## config.mk

```make
export PLATFORM = sky130hd
export DESIGN_NAME = acx_xfer_core
export DESIGN_NICKNAME = d
export VERILOG_FILES = /design/src/pkg/acx_pkg.sv /design/src/rtl/acx_xfer_decode.sv /design/src/rtl/acx_xfer_core.sv
export SDC_FILE = /design/constraint.sdc
export NUM_CORES = 1
export LEC_CHECK = 0
export BUFFER_PORTS_ARGS = -buffer_cell sky130_fd_sc_hd__buf_2
export CAP_MARGIN = 20
export CELL_PAD_IN_SITES_DETAIL_PLACEMENT = 0
export CELL_PAD_IN_SITES_GLOBAL_PLACEMENT = 1
export CORE_AREA = 8 8 87 121
export DETAILED_ROUTE_END_ITERATION = 6
export DIE_AREA = 0 0 95 129
export GPL_ROUTABILITY_DRIVEN = 0
export GPL_TIMING_DRIVEN = 0
export PLACE_DENSITY_LB_ADDON = 0.1
export SYNTH_ARGS = -nofsm -noshare
export SYNTH_HDL_FRONTEND = slang
export SYNTH_SLANG_ARGS = --single-unit
export TNS_END_PERCENT = 5
```

## constraint.sdc

```tcl
create_clock -name MCLK -period 1.6 [get_ports MCLK]
set_clock_uncertainty 0.2 [all_clocks]
set_input_delay 0.16 -clock MCLK [delete_from_list [all_inputs] [get_ports MCLK]]
set_output_delay 0.16 -clock MCLK [all_outputs]
set_load 0.05 [all_outputs]
```

## src/pkg/acx_pkg.sv

```systemverilog
// Constants for the accumulator control-register transfer block.
// Assumes a single 125 MHz clock and an Avalon-MM word-aligned register map.
`default_nettype none

package acx_pkg;

    localparam int DATA_W = 4;
    localparam int OP_W = 10;
    localparam int ADDR_W = 6;
    localparam int BUS_W = 32;
    localparam int WAKE_N = 4;

    // Register byte offsets
    localparam logic [ADDR_W-1:0] OFS_ACC = 6'h00;
    localparam logic [ADDR_W-1:0] OFS_FLAGS = 6'h04;
    localparam logic [ADDR_W-1:0] OFS_INTCTL1 = 6'h08;
    localparam logic [ADDR_W-1:0] OFS_WAKE0 = 6'h0C;
    localparam logic [ADDR_W-1:0] OFS_INSTR = 6'h1C;
    localparam logic [ADDR_W-1:0] OFS_STATUS = 6'h20;

    // Field positions
    localparam int FLAGS_CARRY_BIT = 0;
    localparam int FLAGS_SKIP_BIT = 1;
    localparam int STATUS_HIT_BIT = 0;
    localparam int STATUS_EXEC_BIT = 1;

    // Values after reset
    localparam logic [DATA_W-1:0] RST_NIBBLE = 4'h0;
    localparam logic [OP_W-1:0] RST_OPCODE = 10'h000;

    // Opcodes of the transfer group
    localparam logic [OP_W-1:0] OP_XFER_INTCTL1 = 10'h253;
    localparam logic [OP_W-1:0] OP_XFER_WAKE0 = 10'h258;
    localparam logic [OP_W-1:0] OP_XFER_WAKE1 = 10'h259;
    localparam logic [OP_W-1:0] OP_XFER_WAKE2 = 10'h25A;
    localparam logic [OP_W-1:0] OP_XFER_WAKE3 = 10'h25B;

    typedef enum {
        SRC_NONE,
        SRC_INTCTL1,
        SRC_WAKE0,
        SRC_WAKE1,
        SRC_WAKE2,
        SRC_WAKE3
    } acx_src_t;

endpackage

`default_nettype wire

```

## src/rtl/acx_xfer_decode.sv

```systemverilog
// Opcode decoder for the control-register-to-accumulator transfers.
// Purely combinational; the caller qualifies it with its own strobe.
`default_nettype none

module acx_xfer_decode
    import acx_pkg::*;
(
    input wire logic [OP_W-1:0] opcode, // Instruction word
    output acx_src_t src,               // Selected source register
    output logic hit,                   // Opcode belongs to this group
    output logic is_wake,               // Source is a wakeup register
    output logic [1:0] wake_idx         // Wakeup register index
);

    always_comb begin
        src = SRC_NONE;
        wake_idx = 2'h0;
        unique case (opcode)
            OP_XFER_INTCTL1: src = SRC_INTCTL1;
            OP_XFER_WAKE0: begin
                src = SRC_WAKE0;
                wake_idx = 2'h0;
            end
            OP_XFER_WAKE1: begin
                src = SRC_WAKE1;
                wake_idx = 2'h1;
            end
            OP_XFER_WAKE2: begin
                src = SRC_WAKE2;
                wake_idx = 2'h2;
            end
            OP_XFER_WAKE3: begin
                src = SRC_WAKE3;
                wake_idx = 2'h3;
            end
            default: src = SRC_NONE;
        endcase
        hit = (src != SRC_NONE);
        is_wake = hit && (src != SRC_INTCTL1);
    end

endmodule

`default_nettype wire

```

## src/rtl/acx_xfer_core.sv

```systemverilog
// Accumulator and control-register transfer core with an Avalon-MM slave.
// Assumes a master that holds each request until waitrequest is seen low.
// Summary of operation
// - Interrupt-control transfer loads accumulator fully.
// - Wakeup-zero transfer copies register into accumulator.
// - Opcode 1001011001 loads from wakeup register one.
// - Opcode 1001011010 loads from wakeup register two.
// - Opcode 1001011011 loads from wakeup register three.
// - Wakeup transfers are I/O reads, registers readable.
//
// Local design decisions: the Avalon-MM interface to the registers and the register offsets.
`default_nettype none

module acx_xfer_core
    import acx_pkg::*;
(
    input wire logic MCLK,                      // System clock, 125 MHz
    input wire logic RST,                       // Asynchronous reset, active high
    input wire logic [ADDR_W-1:0] AVS_ADDRESS,  // Byte address
    input wire logic AVS_READ,                  // Read request
    input wire logic AVS_WRITE,                 // Write request
    input wire logic [3:0] AVS_BYTEENABLE,      // Byte lanes
    input wire logic [BUS_W-1:0] AVS_WRITEDATA, // Write data
    output logic [BUS_W-1:0] AVS_READDATA,      // Read data
    output logic AVS_WAITREQUEST,               // Stall request
    output logic [DATA_W-1:0] ACC_OUT,          // Accumulator
    output logic CARRY_OUT,                     // Carry flag
    output logic XFER_DONE                      // Pulse after a transfer
);

    logic ack_q, ack_d;
    logic [BUS_W-1:0] rdata_q, rdata_d;
    logic [DATA_W-1:0] acc_q, acc_d;
    logic carry_q, carry_d;
    logic [DATA_W-1:0] int1_q, int1_d;
    logic [DATA_W-1:0] wake_q [WAKE_N];
    logic [DATA_W-1:0] wake_d [WAKE_N];
    logic [OP_W-1:0] ir_q, ir_d;
    logic hit_q, hit_d;
    logic done_q, done_d;

    logic req;
    logic wr_acc;
    logic rd_acc;
    logic lane0;
    logic exec;
    logic [3:0] reg_idx;
    acx_src_t dec_src;
    logic dec_hit;
    logic dec_wake;
    logic [1:0] dec_widx;

    // A request is accepted one cycle after it appears, giving a
    // registered read path without extra latency on the core side.
    assign req = AVS_READ || AVS_WRITE;
    assign AVS_WAITREQUEST = req && !ack_q;
    assign wr_acc = AVS_WRITE && ack_q;
    assign rd_acc = AVS_READ && !ack_q;
    assign lane0 = AVS_BYTEENABLE[0];
    assign reg_idx = AVS_ADDRESS[ADDR_W-1:2];
    assign exec = wr_acc && (AVS_ADDRESS == OFS_INSTR) && (AVS_BYTEENABLE[1:0] == 2'h3);

    acx_xfer_decode u_dec (
        .opcode(AVS_WRITEDATA[OP_W-1:0]),
        .src(dec_src),
        .hit(dec_hit),
        .is_wake(dec_wake),
        .wake_idx(dec_widx)
    );

    function automatic logic [BUS_W-1:0] rd_mux(
        input logic [ADDR_W-1:0] a,
        input logic [DATA_W-1:0] acc,
        input logic cy,
        input logic [DATA_W-1:0] i1,
        input logic [DATA_W-1:0] w0,
        input logic [DATA_W-1:0] w1,
        input logic [DATA_W-1:0] w2,
        input logic [DATA_W-1:0] w3,
        input logic [OP_W-1:0] ir,
        input logic h,
        input logic d
    );
        logic [BUS_W-1:0] r;
        r = '0;
        unique case (a)
            OFS_ACC: r[DATA_W-1:0] = acc;
            OFS_FLAGS: r[FLAGS_CARRY_BIT] = cy;
            OFS_INTCTL1: r[DATA_W-1:0] = i1;
            OFS_WAKE0: r[DATA_W-1:0] = w0;
            OFS_WAKE0 + 6'h04: r[DATA_W-1:0] = w1;
            OFS_WAKE0 + 6'h08: r[DATA_W-1:0] = w2;
            OFS_WAKE0 + 6'h0C: r[DATA_W-1:0] = w3;
            OFS_INSTR: r[OP_W-1:0] = ir;
            OFS_STATUS: begin
                r[STATUS_HIT_BIT] = h;
                r[STATUS_EXEC_BIT] = d;
            end
            default: r = '0;
        endcase
        return r;
    endfunction

    // Bus handshake and read data
    always_comb begin
        ack_d = req && !ack_q;
        rdata_d = rdata_q;
        if (rd_acc) begin
            rdata_d = rd_mux(AVS_ADDRESS, acc_q, carry_q, int1_q, wake_q[0], wake_q[1],
                             wake_q[2], wake_q[3], ir_q, hit_q, done_q);
        end
    end

    always_ff @(posedge MCLK or posedge RST) begin
        if (RST) begin
            ack_q <= 1'b0;
            rdata_q <= '0;
        end else begin
            ack_q <= ack_d;
            rdata_q <= rdata_d;
        end
    end

    // Architectural state and instruction execution
    always_comb begin
        acc_d = acc_q;
        carry_d = carry_q;
        int1_d = int1_q;
        wake_d = wake_q;
        ir_d = ir_q;
        hit_d = hit_q;
        done_d = 1'b0;
        if (wr_acc && lane0) begin
            if (AVS_ADDRESS == OFS_ACC) begin
                acc_d = AVS_WRITEDATA[DATA_W-1:0];
            end
            if (AVS_ADDRESS == OFS_FLAGS) begin
                carry_d = AVS_WRITEDATA[FLAGS_CARRY_BIT];
            end
            if (AVS_ADDRESS == OFS_INTCTL1) begin
                int1_d = AVS_WRITEDATA[DATA_W-1:0];
            end
            for (int i = 0; i < WAKE_N; i++) begin
                // Aligned offsets only, matching the read decode
                if ((AVS_ADDRESS[1:0] == 2'h0) &&
                    (reg_idx == OFS_WAKE0[ADDR_W-1:2] + 4'(i))) begin
                    wake_d[i] = AVS_WRITEDATA[DATA_W-1:0];
                end
            end
        end
        // Single-cycle execute at the accepting edge; carry never touched
        if (exec) begin
            ir_d = AVS_WRITEDATA[OP_W-1:0];
            hit_d = dec_hit;
            done_d = dec_hit;
            if (dec_src == SRC_INTCTL1) begin
                acc_d = int1_q;
            end else if (dec_wake) begin
                acc_d = wake_q[dec_widx];
            end
        end
    end

    always_ff @(posedge MCLK or posedge RST) begin
        if (RST) begin
            acc_q <= RST_NIBBLE;
            carry_q <= 1'b0;
            int1_q <= RST_NIBBLE;
            for (int i = 0; i < WAKE_N; i++) begin
                wake_q[i] <= RST_NIBBLE;
            end
            ir_q <= RST_OPCODE;
            hit_q <= 1'b0;
            done_q <= 1'b0;
        end else begin
            acc_q <= acc_d;
            carry_q <= carry_d;
            int1_q <= int1_d;
            wake_q <= wake_d;
            ir_q <= ir_d;
            hit_q <= hit_d;
            done_q <= done_d;
        end
    end

    assign AVS_READDATA = rdata_q;
    assign ACC_OUT = acc_q;
    assign CARRY_OUT = carry_q;
    assign XFER_DONE = done_q;

    // Checks
    logic [OP_W-1:0] op_w;
    assign op_w = AVS_WRITEDATA[OP_W-1:0];

    property p_int1_xfer;
        @(posedge MCLK) disable iff (RST)
        exec && op_w == OP_XFER_INTCTL1 |=> acc_q == $past(int1_q) && done_q;
    endproperty
    a_int1_xfer: assert property (p_int1_xfer) else $error("acc not loaded from intctl1");

    property p_wake0_xfer;
        @(posedge MCLK) disable iff (RST)
        exec && op_w == OP_XFER_WAKE0 |=> acc_q == $past(wake_q[0]);
    endproperty
    a_wake0_xfer: assert property (p_wake0_xfer) else $error("acc not loaded from wake0");

    property p_wake1_xfer;
        @(posedge MCLK) disable iff (RST)
        exec && op_w == 10'h259 |=> acc_q == $past(wake_q[1]) && hit_q;
    endproperty
    a_wake1_xfer: assert property (p_wake1_xfer) else $error("acc not loaded from wake1");

    property p_wake2_xfer;
        @(posedge MCLK) disable iff (RST)
        exec && op_w == 10'h25A |=> acc_q == $past(wake_q[2]) && hit_q;
    endproperty
    a_wake2_xfer: assert property (p_wake2_xfer) else $error("acc not loaded from wake2");

    property p_wake3_xfer;
        @(posedge MCLK) disable iff (RST)
        exec && op_w == 10'h25B |=> acc_q == $past(wake_q[3]) && hit_q;
    endproperty
    a_wake3_xfer: assert property (p_wake3_xfer) else $error("acc not loaded from wake3");

    property p_wake_kept;
        @(posedge MCLK) disable iff (RST)
        exec |=> wake_q[0] == $past(wake_q[0]) && wake_q[1] == $past(wake_q[1]) &&
            wake_q[2] == $past(wake_q[2]) && wake_q[3] == $past(wake_q[3]) &&
            int1_q == $past(int1_q);
    endproperty
    a_wake_kept: assert property (p_wake_kept) else $error("transfer disturbed a source");

    property p_carry_kept;
        @(posedge MCLK) disable iff (RST)
        exec |=> carry_q == $past(carry_q) ##1 !done_q;
    endproperty
    a_carry_kept: assert property (p_carry_kept) else $error("carry changed or long done");

    property p_no_hit_stable;
        @(posedge MCLK) disable iff (RST)
        exec && !dec_hit |=> $stable(acc_q) && !hit_q && !done_q;
    endproperty
    a_no_hit_stable: assert property (p_no_hit_stable) else $error("foreign opcode changed acc");

    property p_ack_bound;
        @(posedge MCLK) disable iff (RST)
        req && !ack_q |=> !AVS_WAITREQUEST;
    endproperty
    a_ack_bound: assert property (p_ack_bound) else $error("bus answer late");

    c_int1: cover property (@(posedge MCLK) disable iff (RST) exec && dec_src == SRC_INTCTL1);
    c_wake3: cover property (@(posedge MCLK) disable iff (RST) exec && dec_src == SRC_WAKE3);
    c_miss: cover property (@(posedge MCLK) disable iff (RST) exec && !dec_hit);
    c_read: cover property (@(posedge MCLK) disable iff (RST) AVS_READ && ack_q);

endmodule

`default_nettype wire

```

==> results of run 1 <==
synthesized netlist by cell type:
master      n  share of area, %
nand4b_1    1              0.34
buf_4      22               6.5
nor2b_1     4              0.98
nand3_2     1              0.39
o311a_1     2              0.79
nand2b_1    1              0.25
clkbuf_1    9               1.3
a22oi_1     2              0.59
conb_1      1              0.15
nor3_4      1              0.64
inv_1       3              0.44
o31ai_1     1              0.29
nand3b_1    3              0.88
nor4b_1     1              0.34
mux2_2     30                13
and3_1      4              0.98
nand2_1    29               4.3
nand4_1     2              0.49
nor3_1      1              0.20
a31oi_1     1              0.25
mux4_2      4               3.5
dfrtp_1    48                47
nand3_1     3              0.59
o2bb2ai_1   1              0.34
a222oi_1    2              0.79
a2111oi_0   1              0.34
or4b_4      1              0.54
mux2i_1     7               2.8
nor3b_1     3              0.88
buf_2       1              0.20
a2bb2oi_1   1              0.34
o21a_1      1              0.29
a22o_1      4               1.4
o21ai_0    19               3.7
a21oi_1     5              0.98
nor2_1      9               1.3
o22ai_1     4              0.98
or3_1       2              0.49
flip-flops by register name, summed over array words and instances, names as in the netlist:
name / count
ack_q: 1
wake_q: 16
int1_q: 4
CARRY_OUT: 1
ACC_OUT: 4
AVS_READDATA: 10
XFER_DONE: 1
hit_q: 1
ir_q: 10
metal layers:
layer	vias to the layer above	track usage, %	wire, um	part of all wire, %
met5	-	0	0	0
met3	8	2.86	367	5.0
met2	42	23.0	3900	54
met1	912	13.6	2890	40
met4	0	4.43	122	1.7
li1	958	-	-	-
metrics by stage:
stage | total power (W) | TNS, ns | cells | setup slack (ns)
floorplan | 0.00164 | -3.04 | 256 | -0.208
global placement | 0.00176 | -55.40 | 399 | -0.710
detailed placement | 0.00176 | -21.67 | 400 | -0.640
CTS | 0.00291 | -3.16 | 421 | -0.215
global route | 0.00299 | -4.84 | 422 | -0.293
finish | 0.00287 | -2.13 | 422 | -0.167
worst paths after layout:
path / from / end
setup / recovery: AVS_ADDRESS[0] / ACC_OUT[1]
max in group asynchronous: RST / ir_q[5]
hold / removal: AVS_WRITEDATA[2] / wake_q[14]
setup reg to reg: ack_q / ACC_OUT[1]
hold reg to reg: AVS_READDATA[6] / AVS_READDATA[6]
min in group asynchronous: RST / CARRY_OUT
worst register-to-register path: stages, from the launching register on:
cell	delay, ns
dfrtp_1	0.38
nand4_1	0.16
nor3_4	0.30
nand3_4	0.14
or3_1	0.35
o311a_1	0.12
report_power, final:
group / internal, W / switching (W)
Combinational: 0.000170 / 0.000321
Clock: 0.000622 / 0.000473
Sequential: 0.00126 / 0.0000319
timing repair:
item / in CTS / in global routing
endpoints found under the setup margin: 44 / 43
pin swaps: 4 / 5
gates resized for setup: 30 / 10
hold endpoints to repair: 31 / 1
setup buffers: 4 / 0
hold buffers: 9 / 1
cell type report:
type | count | area (sq um)
Sequential cell | 48 | 1200
Clock inverter | 2 | 15.0
Fill cell | 921 | 5410
Inverter | 3 | 11.3
Clock buffer | 6 | 139
Timing Repair Buffer | 51 | 339
Tap cell | 107 | 134
Multi-Input combinational cell | 173 | 1310
Buffer | 32 | 215
cells by family after synthesis:
kind of cell | synth area share (%)
buf+inv | 8.45
other cells | 0.147
mux | 19.5
simple gates | 13.6
compound gates | 11.1
flops | 47.2
==> results.md, run 1 <==
* First-pass GRT wire length at roughly 12 mm
* Clock Sink Count at 48
* Cell chain of the critical path: buf_2 -> or4b_4 -> nor3_4 -> nand3_4 -> or3_1 -> o311a_1
* Post-synthesis cell area at between 2000 and 3000 sq um
* Worst-skew pair later-pin latency at 0.29 ns
* Antenna-violating nets left at 0
* Grt ovf at 0
* Clock root cell: clkbuf_16
* RSZ-0062 raised after global routing: yes
* Share of cells above drive strength 1 at slightly above 40%
* Slew Limit Headroom at roughly 59%
* Core region area at between 8000 and 9000 sq um
* Failing checks: negative setup slack
* Seq cells post-synth at 48
* P per Cell Area at about 850 nW/um^2
* Sequential share of the synthesized area at a little under half
* Max-Cap Viols at 0
* Vias in the first global route at between 2k and 2.5k
* DRC Markers at 0
* Worst path max stage delay at 0.55 ns
* Critical Path End Type: flip-flop
* Slew Limit Fails at 0
* Commonest non-fill, non-tap cell in the layout: dfrtp_1
* Most frequent cells in the layout: 48 x dfrtp_1, 35 x buf_2, 27 x buf_4
* Initial antenna violation count at 0
* Final WL at ~7.3 mm
* Startpoint types: input pin
* Req. time, crit path at 1.58 ns
* PortBufs at 36
* DR pass1 iterations at 4
* Crit path max fanout at 6
* Num ports at 85
* DRT iter0 DRCs at between 50 and 60
* Final Core Density at 38.3%
* Max Clock Freq at around 0.57 GHz
* Max rail drop VDD at 426 uV
* CTS tree: built
* Ant diodes at 0
* Hold WC Path Type: in -> reg
* R2R depth at 5
* Final net count at 360
* Final count of hold timing violations at 0
* Number of library cell types mapped by synthesis at 38
* Die Area at approximately 12000 sq um
* Critical path depth in cells at 6
* Routed length per instance at around 17 um
* Die W at between 90 and 100 um
* Via-per-instance ratio at between 4 and 5
* Synth Instances at approximately 240
* # setup viols final at 25
* P_leak at between 1.5 and 2 nW
* Worst setup margin at -0.167 ns
* Final period util at 110%
* WS Path Type: in -> reg
* Clk buf depth at 2
* Worst-path clk slew at 0.07 ns
* Status: finished, violations left
* Top delay family on crit path: simple AND/OR/NAND/NOR gates
* Worst Hold Depth at 2
* Worst slew pin tran at slightly above 0.6 ns
* Num CTS Buffers at 5
* Flop-to-flop setup slack at -0.16 ns
* Post-route cell area at around 3400 sq um
* Syn Area/Cell at ~11 sq um
* WHS at approximately 0.053 ns
* Vertical die dimension at 129 um
* Slowest-stage cell, CP: or4b_4
* Total Routing Usage GR at between 10% and 20%
* Post-DP HPWL at 5.56 mm
* H-tree Lvls at 2
* Cell Rows at 41
* Initial Utilization at between 20 and 30%
* Area grow syn2layout at 31.9%
* DR vias at about 1.9k
* Dpl cell area at between 2000 and 3000 sq um
* Fin crit period at about 1.8 ns
* Crit path buf inv count at 1
* Largest net degree at the start of global routing at 26
* Worst Path Arrival at approximately 1.7 ns
* Ys Warns at 0
Note: power is estimated with default switching activity, not from simulation.
==> inputs of run 2 (changes only) <==
==> constraint.sdc (replaced) <==
create_clock -name MCLK -period 1.8 [get_ports MCLK]
set_clock_uncertainty 0.2 [all_clocks]
set_input_delay 0.18 -clock MCLK [delete_from_list [all_inputs] [get_ports MCLK]]
set_output_delay 0.18 -clock MCLK [all_outputs]
set_load 0.05 [all_outputs]
==> results.md, run 2 (same netlist as run 1, synthesis figures left out) <==
* Status: finished, violations left
* Failing checks: negative setup slack
* Slew Limit Headroom at 58.1%
* Setup Total Neg Slack at -0.0364 ns
* Slowest-stage cell, CP: or4b_4
* Final period util at 101%
* P_leak at 1.62 nW
* DRT iter0 DRCs at 51
* Max rail drop VDD at 384 uV
* Worst-skew pair later-pin latency at 0.29 ns
* # setup viols final at 3
* Die Area at 12300 sq um
* Ant diodes at 0
* CTS tree: built
* Max reg flops at 16
* Layout fillers at slightly above 900
* Hold WC Path Type: in -> reg
* Slew Limit Fails at 0
* Die W at approximately 95 um
* First-pass GRT wire length at between 10 and 15 mm
* Share of cells above drive strength 1 at 36.8%
* Worst path max stage delay at 0.54 ns
* Final net count at 360
* Req. time, crit path at between 1.5 and 2 ns
* Critical Path End Type: flip-flop
* WS Path Type: in -> reg
* Final WL at approximately 7.2 mm
* Final Total Pwr at about 0.0025 W
* Worst-path clk slew at 0.07 ns
* Initial antenna violation count at 0
* DR pass1 iterations at 4
* DRC Markers at 0
* P per Cell Area at about 770 nW/um^2
* Multi-input gate area at between 1000 and 1500 sq um
* Fin crit period at 1.82 ns
* Non-filler instance count after layout at about 420
* Final count of hold timing violations at 0
* Num CTS Buffers at 5
* Num ports at 85
* Total Routing Usage GR at 12.3%
* Via-per-instance ratio at roughly 4.5
* PortBufs at 36
* Placed instance count at 400
* Routed length per instance at approximately 17 um
* Vias in the first global route at 1990
* Crit path max fanout at 8
* Largest register by flop count: wake_q
* Post-DP HPWL at 5.56 mm
* H-tree Lvls at 2
* Area grow syn2layout at 29.4%
* Worst Path Arrival at about 1.8 ns
* Clock root cell: clkbuf_16
* Most frequent cells in the layout: 48 x dfrtp_1, 34 x buf_2, 29 x nand2_1
* Max Clock Freq at about 0.55 GHz
* Dpl cell area at approximately 3000 sq um
* Post-route cell area at 3300 sq um
* Largest net degree at the start of global routing at 26
* Worst slew pin tran at between 0.6 and 0.7 ns
* Top delay family on crit path: simple AND/OR/NAND/NOR gates
* Cell Rows at 41
* Antenna-violating nets left at 0
* Commonest non-fill, non-tap cell in the layout: dfrtp_1
* Startpoint types: input pin
* Dpl ws at -0.460 ns
* Worst setup margin at -0.0162 ns
* Register area at about 1200 sq um
* RSZ-0062 raised after global routing: yes
* Cell chain of the critical path: buf_2 -> or4b_4 -> nor3_4 -> nand3_4 -> or3_1 -> o311a_1
* Clk buf depth at 2
* Vertical die dimension at around 130 um
* Max-Cap Viols at 0
* DR vias at about 1.9k
* Grt ovf at 0
* Core region area at around 8800 sq um
* Initial Utilization at ~29%
* Clock Sink Count at 48
* Crit path buf inv count at 1
run 2: cell types whose count changed in the layout (fill, tap and decap cells not counted), moves of 2 or more:
cell      delta
o21ai_1      -2
mux2_2       +2
mux2_4       -2
nand2_1      +3
a22oi_1      +2
nor2_4       -2
a22oi_2      -2
nand2_2      -3
nor2_1       +2
o21ai_0      +2
nor3b_1      +2
nor3b_2      -2
clkbuf_1     +2
run 2: metrics by stage:
stage / hold slack [ns] / util [%]
after global placement: 0.236 / 33.5
final: 0.0108 / 37.6
after detailed placement: 0.0672 / 33.7
after CTS: 0.00433 / 37.0
after global routing: 0.0160 / 37.6
after floorplan: 0.130 / -
run 2: worst reg2reg max path, stage by stage (launching register included):
cell and delay, ns:
dfrtp_1 0.38, nand4_1 0.16, nor3_4 0.30, nand3_4 0.15, or3_1 0.35, o311a_1 0.11
run 2: layout make-up:
type / count / share of cell area (%)
repair buffers: 51 / 10.2
clock inverters: 2 / 0.456
plain buffers: 32 / 6.45
well taps: 107 / 4.06
clock buffers: 6 / 4.21
inverters: 3 / 0.342
flip-flops and latches: 48 / 36.4
multi-input cells: 173 / 37.8
run 2: power breakdown:
part,internal (W),switching [W]
clock,0.000553,0.000423
combinational,0.000145,0.000279
sequential,0.00112,0.0000282
total,0.00181,0.000730
run 2: final timing paths:
| kind | from | end | slack (ns) | depth (start not counted) |
|---|---|---|---|---|
| max | AVS_ADDRESS[5] | ACC_OUT[0] | -0.02 | 6 |
| min | AVS_WRITEDATA[3] | ir_q[3] | 0.01 | 2 |
| max reg2reg | ack_q | ACC_OUT[0] | 0.04 | 5 |
| max in group asynchronous | RST | XFER_DONE | 0.59 | 4 |
| min in group asynchronous | RST | CARRY_OUT | 0.28 | 3 |
| min reg2reg | AVS_READDATA[6] | AVS_READDATA[6] | 0.27 | 2 |
run 2: repair_timing:
action,CTS,global route
pin swaps,3,2
hold endpoints to repair,30,0
resized for setup,8,9
setup buffers,2,3
setup endpoints to repair,30,32
hold buffers,9,0
run 2: metal layers:
metal	track usage (%)	wire, um
met1	13.4	2940
met2	22.3	3750
met3	2.91	371
met4	4.52	132
met5	0	0
==> inputs of run 3 (changes only) <==
==> constraint.sdc (replaced) <==
create_clock -name MCLK -period 1.8 [get_ports MCLK]
set_clock_uncertainty 0.2 [all_clocks]
set_input_delay 0.09 -clock MCLK [delete_from_list [all_inputs] [get_ports MCLK]]
set_output_delay 0.09 -clock MCLK [all_outputs]
set_load 0.05 [all_outputs]
==> results.md, run 3 (same netlist as run 1, synthesis figures left out) <==
* P_leak at between 1.5 and 2 nW
* Vias in the first global route at 1980
* Final count of hold timing violations at 0
* DRC Markers at 0
* Slowest-stage cell, CP: dfrtp_1
* Layout fillers at around 920
* Dpl cell area at 2960 sq um
* DR vias at approximately 2.0k
* Critical Path End: ACC_OUT[1]
* First-pass GRT wire length at 11.0 mm
* Die W at about 95 um
* Wire length on met2 at 3.89 mm
* Post-route cell area at ~3300 sq um
* Worst path max stage delay at roughly 0.37 ns
* P per Cell Area at 765 nW/um^2
* Slew Limit Headroom at between 50% and 60%
* Core region area at approximately 8800 sq um
* Final WL at about 7.3 mm
* DR pass1 iterations at 4
* Max Clock Freq at between 0.5 and 0.6 GHz
* Via-per-instance ratio at 4.71
* WS Path Type: reg -> reg
* Setup Total Neg Slack at 0 ns
* Largest net degree at the start of global routing at 35
* Final period util at between 90 and 100%
* Reg-to-reg endpoint: ACC_OUT[1]
* Clock root cell: clkbuf_16
* Routed length per instance at approximately 17 um
* Flop-to-flop setup slack at about 0.037 ns
* RSZ-0062 raised after global routing: yes
* Worst R2R Start: ack_q
* Cell Rows at approximately 40
* Max layer used: met4
* Ant diodes at 0
* Worst Path Arrival at 1.74 ns
* Non-filler instance count after layout at 423
* Die Area at between 10000 and 15000 sq um
* Num ports at 85
* Post-DP HPWL at 5.60 mm
* Req. time, crit path at ~1.8 ns
* Total Routing Usage GR at between 10% and 20%
* H-tree Lvls at 2
* Critical Path End Type: flip-flop
* Vertical die dimension at 129 um
* Initial antenna violation count at 0
* Placed instance count at 400
* CP startpoint: ack_q
* Cell chain of the critical path: nand4_1 -> nor3_4 -> nand3_4 -> or3_4 -> o311a_1
* Worst-skew pair later-pin latency at 0.29 ns
* Clk buf depth at 2
* PortBufs at 36
* Area grow syn2layout at 30.6%
* Most frequent cells in the layout: 48 x dfrtp_1, 35 x buf_2, 28 x nand2_1
* Worst slew pin tran at 0.638 ns
* Clock Sink Count at 48
* Grt ovf at 0
* Antenna-violating nets left at 0
* Met3 WL at about 370 um
* Max rail drop VDD at about 380 uV
* # setup viols final at 0
* Slew Limit Fails at 0
* CTS tree: built
* Share of cells above drive strength 1 at 38.6%
* DRT iter0 DRCs at 84
* Max-Cap Viols at 0
* Commonest non-fill, non-tap cell in the layout: dfrtp_1
* Crit path max fanout at 6
* Final net count at 361
* Worst-path clk slew at about 0.07 ns
* Status: finished, final reports clean
* Num CTS Buffers at 5
* Wl on met1 at 2.98 mm
* Max reg flops at 16
* Fin crit period at 1.76 ns
* Initial Utilization at between 20 and 30%
* R2R depth at 5
* WHS at ~0.038 ns
* Hold WC Path Type: in -> reg
* Largest register by flop count: wake_q
* Startpoint types: flip-flop
* Final Core Density at 37.9%
## run 3: cell types whose count changed in the layout (fill, tap and decap cells not counted), sizes merged
cell         delta
inv             -1
dlygate4sd3     +2
clkinvlp        +1
buf             -1
## run 3: layout make-up
| class | count | area [sq um] | share of cell area [%] |
|---|---|---|---|
| Tap cell | 107 | 134 | 4.02 |
| Clock inverter | 2 | 15.0 | 0.451 |
| Multi-Input combinational cell | 173 | 1260 | 37.9 |
| Inverter | 3 | 15.0 | 0.451 |
| Sequential cell | 48 | 1200 | 36.1 |
| Clock buffer | 6 | 139 | 4.17 |
| Timing Repair Buffer | 52 | 347 | 10.4 |
| Buffer | 32 | 215 | 6.47 |
## run 3: routing by layer
layer	track usage [%]	up-vias
met1	13.7	982
li1	-	964
met4	3.78	0
met2	21.4	40
met5	0	-
met3	2.80	6
## run 3: critical path: cells and delay by family (launching register included)
family / cells / cell delay, ns
AND/OR/NAND/NOR: 4 / 0.98
flip-flops: 1 / 0.37
AO/OA/AOI/OAI: 1 / 0.11
## run 3: how the worst min path moves through the flow
stage                           from    endpoint  slack [ns]  cells after the start
finish              AVS_WRITEDATA[2]  ACC_OUT[2]        0.04                      3
global route          AVS_ADDRESS[0]   CARRY_OUT        0.06                      4
CTS                 AVS_WRITEDATA[8]   XFER_DONE        0.02                      4
detailed placement               RST       ack_q       -0.11                      2
global placement    AVS_WRITEDATA[6]     ir_q[6]        0.15                      2
floorplan           AVS_WRITEDATA[2]  wake_q[10]        0.04                      1
## run 3: repair_timing
action / in CTS / in global routing
gates cloned: 0 / 0
pin swaps: 3 / 5
endpoints found under the setup margin: 23 / 33
endpoints found under the hold margin: 64 / 0
gates resized for setup: 7 / 19
buffers inserted: 1 / 3
hold buffers: 11 / 0
## run 3: power breakdown
part           leakage, nW  internal [W]  total, W  switching (W)
Sequential           0.659       0.00112   0.00114      0.0000273
Combinational        0.903      0.000148  0.000430       0.000283
Clock               0.0691      0.000553  0.000970       0.000417
Total                 1.63       0.00182   0.00254       0.000727
## run 3: per-stage QoR
step	setup slack, ns	total power, W
after floorplan	0.0217	0.00146
after global placement	-0.455	0.00156
after detailed placement	-0.372	0.00157
after CTS	-0.0388	0.00258
after global routing	-0.0873	0.00265
final	0.0366	0.00254
